## config.mk

```make
export PLATFORM = sky130hd
export DESIGN_NAME = mci_core
export DESIGN_NICKNAME = d
export VERILOG_FILES = /design/src/inc/mci_pkg.sv /design/src/rtl/mci_core.sv
export SDC_FILE = /design/constraint.sdc
export NUM_CORES = 2
export LEC_CHECK = 0
export ABC_CLOCK_PERIOD_IN_PS = 19400
export BUFFER_PORTS_ARGS = -buffer_cell sky130_fd_sc_hd__clkbuf_2
export CAP_MARGIN = 20
export CORE_ASPECT_RATIO = 1.5
export CORE_MARGIN = 5
export CORE_UTILIZATION = 24
export DETAILED_ROUTE_END_ITERATION = 8
export SYNTH_ARGS = -nofsm -noshare
export SYNTH_HDL_FRONTEND = slang
export SYNTH_SLANG_ARGS = --single-unit
```

## constraint.sdc

```tcl
create_clock -name clk -period 19.4 [get_ports clk]
set_input_delay 0.97 -clock clk [delete_from_list [all_inputs] [get_ports clk]]
set_output_delay 0.97 -clock clk [all_outputs]
set_load 0.01 [all_outputs]
```

## src/inc/mci_pkg.sv

```systemverilog
/*
 * Shared constants, types and helpers of the motion command interpreter.
 * Assumes a single core clock domain; images are ten 16-bit words each way.
 */
package mci_pkg;
    localparam int          MCI_WORDS      = 10;
    localparam logic [3:0]  MCI_IDX_COMMIT = 4'ha;
    localparam logic [3:0]  MCI_IDX_LAST   = 4'h9;
    // Configuration word 0 fields (mode and format control).
    localparam int          MCI_MODE_BIT   = 15;
    localparam int          MCI_FLAG_BIT   = 13;
    localparam int          MCI_READ_BIT   = 11;
    localparam int          MCI_SAVE_BIT   = 10;
    localparam int          MCI_INFMT_BIT  = 9;
    localparam int          MCI_OUTFMT_BIT = 8;
    localparam int          MCI_ENDIAN_BIT = 7;
    localparam int          MCI_LVLB_BIT   = 1;
    localparam int          MCI_LVLA_BIT   = 0;
    localparam logic [15:0] MCI_CW0_RSVD   = 16'h707c;
    // Configuration word 1 fields (input functions, stall and encoder use).
    localparam int          MCI_FUNCA_LSB  = 0;
    localparam int          MCI_FUNCB_LSB  = 3;
    localparam int          MCI_STALL_BIT  = 13;
    localparam int          MCI_ENC_BIT    = 14;
    localparam logic [15:0] MCI_CW1_RSVD   = 16'h9fc0;
    localparam logic [2:0]  MCI_FUNC_GPI   = 3'h0;
    localparam logic [2:0]  MCI_FUNC_BAD   = 3'h7;
    // Parameter limits.
    localparam logic [15:0] MCI_SPEED_HI_MAX = 16'h0001;
    localparam logic [15:0] MCI_SPEED_LO_MAX = 16'h03e7;
    localparam logic [15:0] MCI_STEPS_MIN    = 16'h00c8;
    localparam logic [15:0] MCI_STEPS_MAX    = 16'h8000;
    localparam logic [15:0] MCI_IDLE_MAX     = 16'h0064;
    localparam logic [15:0] MCI_CURRENT_MAX  = 16'h0034;
    localparam logic signed [31:0] MCI_SCALE = 32'sh000003e8;
    // Save status codes in response word 9.
    localparam logic [15:0] MCI_SAVE_OK    = 16'haaaa;
    localparam logic [15:0] MCI_SAVE_FAIL  = 16'heeee;
    localparam logic [15:0] MCI_ZERO       = 16'h0000;

    typedef enum logic {MCI_CMD, MCI_CFG} mci_mode_t;

    typedef struct packed {
        logic [15:0] cw0;
        logic [15:0] cw1;
        logic [15:0] speedHi;
        logic [15:0] speedLo;
        logic [15:0] steps;
        logic [15:0] encRes;
        logic [15:0] idle;
        logic [15:0] current;
    } mci_cfg_t;

    typedef logic [MCI_WORDS-1:0][15:0] mci_image_t;

    // Two words to a 32-bit value under the selected format and order.
    function automatic logic signed [31:0] mci_decode(input logic [15:0] first,
            input logic [15:0] second, input logic fmt32, input logic bigEnd);
        logic signed [31:0] prod;
        prod = $signed({{16{first[15]}}, first}) * MCI_SCALE;
        if (!fmt32)
            return prod + $signed({{16{second[15]}}, second});
        return bigEnd ? {first, second} : {second, first};
    endfunction

    // A 32-bit value to two words; first word in [31:16], second in [15:0].
    function automatic logic [31:0] mci_encode(input logic signed [31:0] val,
            input logic fmt32, input logic bigEnd);
        logic signed [31:0] quo;
        logic signed [31:0] rem;
        quo = val / MCI_SCALE;
        rem = val % MCI_SCALE;
        if (!fmt32)
            return {quo[15:0], rem[15:0]};
        return bigEnd ? val : {val[15:0], val[31:16]};
    endfunction
endpackage

```

## src/rtl/mci_core.sv

```systemverilog
/*
 * Command and configuration interpreter of an integrated stepper indexer.
 * The host writes ten output words, then the commit index, once per network
 * cycle, and reads the ten response words. Positions, status and flash
 * results come from logic on the same clock; the two sensor pins do not.
 */
// Strobed register access and the address map were decided locally.
// What this block does
// - Each input has a level bit: 0 active without current, 1 active with current.
// - A new idle current applies only when the first following move finishes.
// - Config mode echoes words 0-8, word 5 zero, word 9 zero or save status.
// - Invalid configuration selects command mode and sets the error flag in word 0.
// - Word 0 bit 13 means stall enable in config mode, config error in command.
// - Reject reserved bits set, parameters out of range, speed lower word above 999.
// - Reject both inputs with one function unless both are general purpose.
// - Reject stall detection without the built-in encoder in use.
// - Reject input function code 111 on either input.
// - Both images are ten 16-bit words.
// - After reset all 32-bit quantities use multi-word encoding.
// - Multi-word: first word value/1000, second remainder, both signed.
// - Positions beyond the multi-word range give undefined words.
// - Separate format bits for commanded parameters and reported positions.
// - In 32-bit mode a word-order bit puts low or high half first.
// - A command bit acts only on a 0 to 1 change between writes.
// - A bit held across the switch from config to command mode does not fire.
// - In command mode words 0 and 1 are commands, 2-7 parameters.
// - Save rising edge with valid data writes flash; word 9 shows aaaa or eeee.
// - Command word 0 bit 15 selects configuration (1) or command (0) mode.
// - Read bit on config entry reports stored setup and blocks writes while set.
`timescale 1ns/1ps
module mci_core
    import mci_pkg::*;
(
    // Clock and reset.
    input  wire logic                 clk,
    input  wire logic                 rst,
    // Register port.
    input  wire logic [3:0]           addr,
    input  wire logic [15:0]          wrData,
    input  wire logic                 wrStb,
    input  wire logic                 rdStb,
    output logic [15:0]               rdData,
    // Sensor pins.
    input  wire logic [1:0]           sensorPin,
    output logic [1:0]                inputActive,
    // Motion core side.
    input  wire logic signed [31:0]   motorPos,
    input  wire logic signed [31:0]   encoderPos,
    input  wire logic signed [31:0]   capturedPos,
    input  wire logic [15:0]          statusWord0,
    input  wire logic [15:0]          statusWord1,
    input  wire logic                 moveDone,
    output logic [15:0]               cmdEdge0,
    output logic [15:0]               cmdEdge1,
    output logic [15:0]               cmdLevel1,
    output logic [2:0][31:0]          cmdParam,
    output mci_pkg::mci_cfg_t         activeCfg,
    output logic [15:0]               idleApplied,
    // Flash store.
    input  wire logic                 flashDone,
    input  wire logic                 flashFail,
    output logic                      flashReq
);
    import mci_pkg::*;

    mci_image_t      outImg_reg;
    mci_image_t      resp;
    mci_cfg_t        cfg_reg;
    mci_cfg_t        newCfg;
    mci_mode_t       mode_reg;
    logic [15:0]     prevCmd0_reg;
    logic [15:0]     prevCmd1_reg;
    logic            cfgErr_reg;
    logic            readLock_reg;
    logic            idlePend_reg;
    logic [15:0]     saveStatus_reg;
    logic [1:0]      pinMeta_reg;
    logic [1:0]      pinSync_reg;
    logic            commit;
    logic            wantCfg;
    logic            lockHold;
    logic            cfgValid;
    logic [2:0]      funcA;
    logic [2:0]      funcB;
    logic [31:0]     encMotor;
    logic [31:0]     encEnc;
    logic [31:0]     encCap;

    assign commit = wrStb && addr == MCI_IDX_COMMIT;

    // Host output image, one word per index.
    always_ff @(posedge clk or posedge rst) begin
        if (rst) begin
            outImg_reg <= '0;
        end else if (wrStb && addr <= MCI_IDX_LAST) begin
            outImg_reg[addr] <= wrData;
        end
    end

    // Candidate configuration taken from the output image.
    always_comb begin
        newCfg = '{cw0: outImg_reg[0], cw1: outImg_reg[1], speedHi: outImg_reg[2],
                   speedLo: outImg_reg[3], steps: outImg_reg[4], encRes: outImg_reg[6],
                   idle: outImg_reg[7], current: outImg_reg[8]};
        funcA = newCfg.cw1[MCI_FUNCA_LSB +: 3];
        funcB = newCfg.cw1[MCI_FUNCB_LSB +: 3];
    end

    // Validity of the candidate configuration.
    always_comb begin
        cfgValid = 1'b1;
        if ((newCfg.cw0 & MCI_CW0_RSVD) != MCI_ZERO || (newCfg.cw1 & MCI_CW1_RSVD) != MCI_ZERO
                || outImg_reg[5] != MCI_ZERO) begin
            cfgValid = 1'b0;
        end
        if (newCfg.speedHi > MCI_SPEED_HI_MAX || newCfg.speedLo > MCI_SPEED_LO_MAX
                || newCfg.steps < MCI_STEPS_MIN || newCfg.steps > MCI_STEPS_MAX
                || newCfg.idle > MCI_IDLE_MAX || newCfg.current > MCI_CURRENT_MAX) begin
            cfgValid = 1'b0;
        end
        if (funcA == funcB && funcA != MCI_FUNC_GPI) begin
            cfgValid = 1'b0;
        end
        if (newCfg.cw1[MCI_STALL_BIT] && !newCfg.cw1[MCI_ENC_BIT]) begin
            cfgValid = 1'b0;
        end
        if (funcA == MCI_FUNC_BAD || funcB == MCI_FUNC_BAD) begin
            cfgValid = 1'b0;
        end
    end

    assign wantCfg  = outImg_reg[0][MCI_MODE_BIT];
    // Entering with the read bit, or keeping it set after such an entry, blocks writes.
    assign lockHold = wantCfg && outImg_reg[0][MCI_READ_BIT]
                      && (mode_reg == MCI_CMD || readLock_reg);

    // Mode, error flag, read lock and working configuration.
    always_ff @(posedge clk or posedge rst) begin
        if (rst) begin
            mode_reg     <= MCI_CMD;
            cfgErr_reg   <= 1'b0;
            readLock_reg <= 1'b0;
            cfg_reg      <= '0;
        end else if (commit) begin
            if (!wantCfg) begin
                mode_reg     <= MCI_CMD;
                readLock_reg <= 1'b0;
            end else if (lockHold) begin
                mode_reg     <= MCI_CFG;
                readLock_reg <= 1'b1;
            end else if (cfgValid) begin
                mode_reg     <= MCI_CFG;
                readLock_reg <= 1'b0;
                cfgErr_reg   <= 1'b0;
                cfg_reg      <= newCfg;
            end else begin
                mode_reg     <= MCI_CMD;
                readLock_reg <= 1'b0;
                cfgErr_reg   <= 1'b1;
            end
        end
    end

    // Idle current waits for the end of the first move after reconfiguration.
    always_ff @(posedge clk or posedge rst) begin
        if (rst) begin
            idlePend_reg <= 1'b0;
            idleApplied  <= MCI_ZERO;
        end else if (commit && wantCfg && !lockHold && cfgValid) begin
            idlePend_reg <= 1'b1;
        end else if (moveDone && idlePend_reg) begin
            idlePend_reg <= 1'b0;
            idleApplied  <= cfg_reg.idle;
        end
    end

    // Flash save request and its reported outcome.
    always_ff @(posedge clk or posedge rst) begin
        if (rst) begin
            flashReq       <= 1'b0;
            saveStatus_reg <= MCI_ZERO;
        end else begin
            flashReq <= commit && wantCfg && !lockHold && cfgValid
                        && outImg_reg[0][MCI_SAVE_BIT] && !prevCmd0_reg[MCI_SAVE_BIT];
            if (flashDone) begin
                saveStatus_reg <= MCI_SAVE_OK;
            end else if (flashFail) begin
                saveStatus_reg <= MCI_SAVE_FAIL;
            end else if (commit && wantCfg && mode_reg == MCI_CMD) begin
                saveStatus_reg <= MCI_ZERO;
            end
        end
    end

    // Command edges: previous words are kept across both modes, so a bit held
    // over the switch into command mode never looks like a fresh edge.
    always_ff @(posedge clk or posedge rst) begin
        if (rst) begin
            prevCmd0_reg <= MCI_ZERO;
            prevCmd1_reg <= MCI_ZERO;
            cmdEdge0     <= MCI_ZERO;
            cmdEdge1     <= MCI_ZERO;
        end else begin
            cmdEdge0 <= MCI_ZERO;
            cmdEdge1 <= MCI_ZERO;
            if (commit) begin
                prevCmd0_reg <= outImg_reg[0];
                prevCmd1_reg <= outImg_reg[1];
                if (!wantCfg) begin
                    cmdEdge0 <= outImg_reg[0] & ~prevCmd0_reg;
                    cmdEdge1 <= outImg_reg[1] & ~prevCmd1_reg;
                end
            end
        end
    end

    // Command level word and decoded parameter pairs (words 2-3, 4-5, 6-7).
    always_ff @(posedge clk or posedge rst) begin
        if (rst) begin
            cmdLevel1 <= MCI_ZERO;
            cmdParam  <= '0;
        end else if (commit && !wantCfg) begin
            cmdLevel1 <= outImg_reg[1];
            for (int i = 0; i < 3; i++) begin
                cmdParam[i] <= mci_decode(outImg_reg[2 + 2 * i], outImg_reg[3 + 2 * i],
                                          cfg_reg.cw0[MCI_OUTFMT_BIT],
                                          cfg_reg.cw0[MCI_ENDIAN_BIT]);
            end
        end
    end

    // Sensor pins: two flops, then the level select.
    always_ff @(posedge clk or posedge rst) begin
        if (rst) begin
            pinMeta_reg <= 2'h0;
            pinSync_reg <= 2'h0;
            inputActive <= 2'h0;
        end else begin
            pinMeta_reg    <= sensorPin;
            pinSync_reg    <= pinMeta_reg;
            inputActive[0] <= cfg_reg.cw0[MCI_LVLA_BIT] ? pinSync_reg[0] : !pinSync_reg[0];
            inputActive[1] <= cfg_reg.cw0[MCI_LVLB_BIT] ? pinSync_reg[1] : !pinSync_reg[1];
        end
    end

    assign activeCfg = cfg_reg;

    // Reported positions; beyond the multi-word range the words are not meaningful.
    assign encMotor = mci_encode(motorPos, cfg_reg.cw0[MCI_INFMT_BIT],
                                 cfg_reg.cw0[MCI_ENDIAN_BIT]);
    assign encEnc   = mci_encode(encoderPos, cfg_reg.cw0[MCI_INFMT_BIT],
                                 cfg_reg.cw0[MCI_ENDIAN_BIT]);
    assign encCap   = mci_encode(capturedPos, cfg_reg.cw0[MCI_INFMT_BIT],
                                 cfg_reg.cw0[MCI_ENDIAN_BIT]);

    // Response image for the current mode.
    always_comb begin
        resp = '0;
        if (mode_reg == MCI_CFG) begin
            resp[0] = cfg_reg.cw0;
            resp[0][MCI_FLAG_BIT] = cfg_reg.cw1[MCI_STALL_BIT];
            resp[1] = cfg_reg.cw1;
            resp[2] = cfg_reg.speedHi;
            resp[3] = cfg_reg.speedLo;
            resp[4] = cfg_reg.steps;
            resp[6] = cfg_reg.encRes;
            resp[7] = cfg_reg.idle;
            resp[8] = cfg_reg.current;
            resp[9] = saveStatus_reg;
        end else begin
            resp[0] = statusWord0;
            resp[0][MCI_MODE_BIT] = 1'b0;
            resp[0][MCI_FLAG_BIT] = cfgErr_reg;
            resp[1] = statusWord1;
            {resp[2], resp[3]} = encMotor;
            {resp[4], resp[5]} = encEnc;
            {resp[6], resp[7]} = encCap;
        end
    end

    // Read data stand in the cycle after the read strobe only.
    always_ff @(posedge clk or posedge rst) begin
        if (rst) begin
            rdData <= MCI_ZERO;
        end else if (rdStb && addr <= MCI_IDX_LAST) begin
            rdData <= resp[addr];
        end else begin
            rdData <= MCI_ZERO;
        end
    end
endmodule

```

Word level (Yosys, flattened, before mapping)
Cells that the tools add are included.
{ "word_totals": {"out_inout_bits": 307, "in_bits": 157, "ff_bits": 523, "wordCells": 158} }
{ "op_classes": {"n_mul": 3, "eq_ne": 4, "bitwise_logic": 7, "n_reduce_logical": 40, "add_sub_neg": 3, "div": 6, "n_lt_le_gt_ge": 9, "n_mux": 49} }
{ "op_table": {"columns": ["op", "n"], "rows": [
  ["two-way mux 32 bit", 17],
  ["two-way mux 16 bit", 11],
  ["bitwise mux 160 bit", 1],
  ["divider 32 x 11 -> 32 bit, second input constant", 3],
  ["modulo 32 x 11 -> 32 bit, second input constant", 3],
  ["adder 27 x 16 -> 28 bit", 3],
  ["two-way mux 80 bit", 1],
  ["multiplier 16 x 8 -> 24 bit, second input constant", 3],
  ["binary-select mux 16 bit (select 4 bit)", 1],
  ["demux 16 bit (select 4 bit)", 1],
  ["nonzero test 16 bit", 3],
  ["bitwise AND 16 bit", 2],
  ["NOT 16 bit", 2],
  ["two-way mux 1 bit", 17],
  ["greater-than comparator 16 x 1 -> 1 bit, second input constant", 1],
  ["greater-than comparator 16 x 10 -> 1 bit, second input constant", 1],
  ["greater-than comparator 16 bit, second input constant", 1],
  ["greater-than comparator 16 x 6 -> 1 bit, second input constant", 1],
  ["greater-than comparator 16 x 7 -> 1 bit, second input constant", 1],
  ["logical AND 1 bit", 16],
  ["less-than comparator 16 x 8 -> 1 bit, second input constant", 1],
  ["logical OR 1 bit", 9],
  ["== test 3 bit, second input constant", 2],
  ["zero test 1 bit", 6],
  ["other kinds (11)", 14]
]} }

Depth between registers and ports, before layout
{ "logic_depth": {"ltp_word": 13, "depth_mapped": 90, "mapped_depth_nobuf": 73} }

Worst setup path before layout
OpenSTA, ideal clock, no wires.
{ "synth_timing": {"path_kind": "input port to flip-flop", "start": "input port capturedPos[12]", "end": "register rdData[12]", "path_buffers": 8, "stages": 73, "arrival_ps": 19365, "slack_ps": -87, "cell_sequence": "clkbuf_1 > or4_1 > clkbuf_1 > nor4_1 > nand3_1 > or3_1 > o21ai_0 > nand3_1 > a221oi_1 > nor2_1 > a21oi_1 > a211oi_2 > or3_1 > o31ai_4 > mux2_2 > or3_1 > clkbuf_1 > a221oi_1 > [... 37 more ...] > a221o_1 > a21oi_1 > a31o_2 > a222oi_1 > nand3_1 > a211oi_2 > o21ai_1 > buf_2 > ha_1 > nand3_1 > o21ai_0 > xnor2_1 > o211ai_1 > o21ai_0 > nand2_1 > a311oi_1 > a221o_1 > a2111oi_1"} }
{ "synth_via": {"elab_chain_cells": 6, "word_cells_on_any_way": 8, "cone_classes": "2 x div; 6 x mux"} }
{ "synth_rtl": {"columns": ["item", "line", "text"], "rows": [
  ["start, declared", "mci_core.sv:49", "input wire logic signed [31:0] capturedPos,"],
  ["divider 32 x 11 -> 32 bit (tied with other cells)", "mci_pkg.sv:71", "quo = val / MCI_SCALE;"],
  ["two-way mux 32 bit (*)", "mci_pkg.sv:75", "return bigEnd ? val : {val[15:0], val[31:16]};"],
  ["two-way mux 32 bit (*)", "mci_core.sv:259", "if (mode_reg == MCI_CFG) begin"],
  ["binary-select mux 16 bit (select 4 bit) (*)", "mci_core.sv:286", "rdData <= resp[addr];"],
  ["two-way mux 16 bit (not written as such) (*)", "mci_core.sv:286", null],
  ["two-way mux 16 bit (*)", "mci_core.sv:285", "end else if (rdStb && addr <= MCI_IDX_LAST) begin"],
  ["end signal, assigned", "mci_core.sv:286", null],
  ["end, declared", "mci_core.sv:42", "output logic [15:0] rdData,"]
]} }
Every way passes the cells marked *; elsewhere a longest branch is shown, timed or not. The select of a mux whose other input is x is not followed.
A chain may end at the register's enable or synchronous reset.

Final worst setup path
{ "layout_timing": {"start": "input port motorPos[3]", "end": "register rdData[12]"} }
{ "layout_via": {"elab_chain_cells": 6, "word_cells_on_any_way": 7, "cone_classes": "2 x div; 5 x mux"} }
{ "layout_rtl": {"columns": ["item", "line", "text"], "rows": [
  ["start, declared", "mci_core.sv:47", "input wire logic signed [31:0] motorPos,"],
  ["divider 32 x 11 -> 32 bit / modulo 32 x 11 -> 32 bit (equally long branches)", "mci_pkg.sv:71, mci_pkg.sv:72", null],
  ["two-way mux 32 bit (*)", "mci_pkg.sv:75", null],
  ["two-way mux 80 bit (*)", "mci_core.sv:259", null],
  ["binary-select mux 16 bit (select 4 bit) (*)", "mci_core.sv:286", null],
  ["two-way mux 16 bit (not written as such) (*)", "mci_core.sv:286", null],
  ["two-way mux 16 bit (*)", "mci_core.sv:285", null]
]} }
Marks and branches as above.

==> impl.org <==
** STA
- The clock arrives with 0.121 ns of skew.
- The final hold violation count was 0.
- Setup violations remaining at the end of the flow were counted as 0.
- Normalized max-slew margin :: between 20% and 30%
- Final-report max-slew violation count :: 0
- After layout, the worst path uses 97.3% of the clock period.
- RSZ-0062 raised after global routing :: yes
- Max Clock Freq :: 0.0530 GHz
- At the pin with the least slew margin, the transition time is 1.16 ns.
- The smallest clock period supported by the final layout is computed as ~19 ns.

** Worst setup path
- The largest single stage delay on the critical path is roughly 0.59 ns.
- Slowest-stage cell, CP :: sky130_fd_sc_hd__mux4_2
- Critical path's most frequent cell :: sky130_fd_sc_hd__buf_4
- Kind of end point of the critical path :: flop
- STA classifies the critical path startpoint as an input port.
- Maximum fanout along the worst path :: 7
- Data on the critical path arrives at its endpoint at 19.48 ns.
- The setup path with the least slack is of type input port to flop.
- For the worst setup path, the data required time is around 20 ns.

** Global route
- Wire length of the first global-routing pass :: 415 mm
- The global routing stage identified its most utilized layer as met2.
- Number of antenna violations at the first check in global routing :: 67
- Pin count of the biggest net entering global routing :: 113
- Global route overflow :: 0
- Global router's overall resource usage :: 20.6%
- GRT met3 Usage :: 4.51%
- The number of global-route vias before repair came to between 60000 and 70000.
- For this run, global-route usage on met2 was measured as 35.0%.
- Met1 capacity usage during global routing :: around a quarter

** Outcome
- Result of the run :: completed

** Yosys
- Post-synthesis net count :: 7863
- Summing the areas of all compound-gate instances in the mapped netlist gives a little over a quarter of the synthesized area.
- Counting every instance in the synthesized netlist gives slightly above 7000.
- Sorting the synthesized cells by area gives the leading types as sky130_fd_sc_hd__dfrtp_1 20%, sky130_fd_sc_hd__fa_1 6.0%, sky130_fd_sc_hd__ha_1 5.9%, sky130_fd_sc_hd__mux2_2 5.3%, sky130_fd_sc_hd__nand2_1 4.9%.
- Area fraction in and, or, nand and nor cells after synthesis :: approximately 19%
- For this run, asynchronously set or reset flops after synthesis account for 100%.
- Sequential area share after synthesis :: 20.2%
- Most used flip-flop cell after synthesis :: sky130_fd_sc_hd__dfrtp_1
- Per-instance average area after synthesis :: 8.42 sq um
- Total of warnings raised by yosys :: 0
- The mapped netlist covers 60900 sq um.
- Counting flops with a built-in enable in the synthesized netlist gives 0.
- Distinct cell type count of the synthesized netlist :: 190
- Of all cell types, the one taking the most synthesized area is sky130_fd_sc_hd__dfrtp_1.
- In this run the biggest area consumer among cell types represents 20.2% of the synthesized area.
- Xor/xnor cell area share of the yosys netlist :: 7.07%
- Share of synthesized area spent on multiplexers :: 9.59%
- Dominant combinational cell family by area after synthesis :: compound AO/OA/AOI/OAI gates
- After Yosys synthesis, full adders, half adders and majority gates account for 12.2% of the synthesized area.
- Number of register bits inferred by synthesis :: slightly below 500

** Drt
- Routed via count :: 66500
- Wires add up to 288 mm.
- ANT nets after route :: 0
- After the first detailed-routing iteration, the DRC count stood at between 5000 and 6000.
- Number of search-and-repair iterations in the first detailed-routing pass :: 7
- Dividing the detail-routed wire length by the instance count gives roughly 23 microns.
- Number of remaining DRC errors :: 0
- In the routed layout, each cell is associated on average with a via count of 5.33.

** Clock tree
- Hold buffer count at CTS :: 0
- Number of H-tree branching levels :: 2
- Root Buffer Master :: sky130_fd_sc_hd__clkbuf_16
- Max Root-Sink Buffers :: 3
- TritonCTS built the clock tree.
- Counting every sink on the clock net gives around 490.
- Clock-pin slew was measured on the worst setup and hold paths at 0.07 ns.
- Number of clock buffers inserted by TritonCTS :: 57
- Clock latency on the worst-skew pair :: approximately 0.75 ns

** Die
- The die covers 264000 sq um.
- The floorplan has 226 rows.
- Starting density of the core :: 24.1%
- Die height :: roughly 630 microns
- Horizontal die dimension :: 421 microns
- In this run the standard cell core region covers 253000 sq um.
- Count of boundary I/O pins :: 464

** Final layout
- Most common cell after layout, fill and taps aside :: sky130_fd_sc_hd__buf_4
- At the end of the flow the core is filled with cells to 32.6%.
- Filler Cell Count :: about 27000
- Commonest cells after routing, fill and taps aside :: 1698 x sky130_fd_sc_hd__buf_4, 786 x sky130_fd_sc_hd__nand2_1, 495 x sky130_fd_sc_hd__o21ai_0
- Of the cells placed in the final design, the portion with a size suffix greater than 1 is 35.7%.
- Max FFs per register :: 128
- Area grow syn2layout :: 35.1%
- Post-layout net count :: roughly 10000

** Worst hold path
- The path class of the tightest hold or removal check is input port to asynchronous set/reset pin.

** Placement
- GP Congestion :: around 1.0
- Once detailed placement completed, the half-perimeter wirelength came to around 240 mm.
- The count of buffers added on input and output ports is 461.

** Flow run
- Max-cap violations in this run came to 0.
==> through the flow <==
stage	setup TNS [ns]	hold slack [ns]	cell area (sq um)	cells	setup WS, ns
after floorplan	0	0.331	60900	7235	0.0379
after global placement	-6.58	0.334	78100	12300	-0.730
after detailed placement	-7.63	0.343	78100	12300	-0.755
after CTS	0	0.307	80100	12400	0.0446
after global routing	-0.807	0.338	82200	12500	-0.166
final	0	0.277	82300	12500	0.529
==> critical path: cells and delay by family <==
family | cells | cell delay [ns]
AO/OA/AOI/OAI | 39 | 9.34
AND/OR/NAND/NOR | 19 | 4.75
multiplexers | 6 | 2.21
buffers and inverters | 12 | 1.74
adder cells (fa/ha/maj) | 1 | 0.20
XOR/XNOR | 1 | 0.19
==> cells in the mapped netlist, drive strengths merged (69+ instances only) <==
cell type and n:
a211oi 100, a21oi 445, a31oi 85, and2 85
buf 133, clkbuf 245, dfrtp 492, fa 182
ha 289, inv 309, mux2 299, mux2i 200
nand2 798, nand3 190, nor2 473, nor3 166
nor4 91, o211ai 137, o21a 71, o21ai 592
o31ai 73, or2 69, xnor2 333, xor2 145
==> cells by family (layout without fill, tap and decap cells) <==
logic type      after synthesis  after routing
simple gates               2334           2334
fa+ha+maj                   489            489
flops                       492            492
xor+xnor                    478            478
buf+inv                     691           2590
compound gates             2233           2234
other cells                   1             40
mux                         517            517
==> timing repair <==
item                                    4_1_cts  5_1_grt
gates resized for setup                       3      329
pin swaps                                     0       97
buffers inserted                              0       47
endpoints found under the setup margin        2       16
cloned                                        0        1
==> layer usage <==
| layer | share of wire [%] | vias to the layer above | routed length (microns) |
|---|---|---|---|
| met5 | 0.048 | - | 138 |
| met1 | 39 | 32500 | 111000 |
| met3 | 8.5 | 688 | 24600 |
| met4 | 6.3 | 20 | 18000 |
| met2 | 47 | 2726 | 134000 |
| li1 | - | 30600 | - |
==> final cells by class <==
cell class | instances | area (sq um) | area share (%)
Clock buffer | 71 | 1600 | 1.94
Inverter | 312 | 1180 | 1.43
Antenna cell | 39 | 97.6 | 0.119
Clock inverter | 36 | 478 | 0.581
Timing Repair Buffer | 2171 | 15300 | 18.6
Sequential cell | 492 | 12300 | 15.0
Tap cell | 3306 | 4140 | 5.03
Multi-Input combinational cell | 6053 | 47200 | 57.4
==> worst paths after layout <==
check | start | end | slack (ns) | cells past startpoint
max reg2reg | newCfg[84] | cmdParam[31] | 11.53 | 36
max in group asynchronous | rst | cmdEdge1[12] | 16.11 | 5
max | motorPos[3] | rdData[12] | 0.53 | 78
min in group clk | pinMeta_reg[0] | pinSync_reg[0] | 0.36 | 0
min reg2reg | pinMeta_reg[0] | pinSync_reg[0] | 0.36 | 0
min | rst | activeCfg[23] | 0.28 | 2
Power is not shown: default switching activity piles up to over one toggle a cycle in this logic, so the estimate is an artifact.
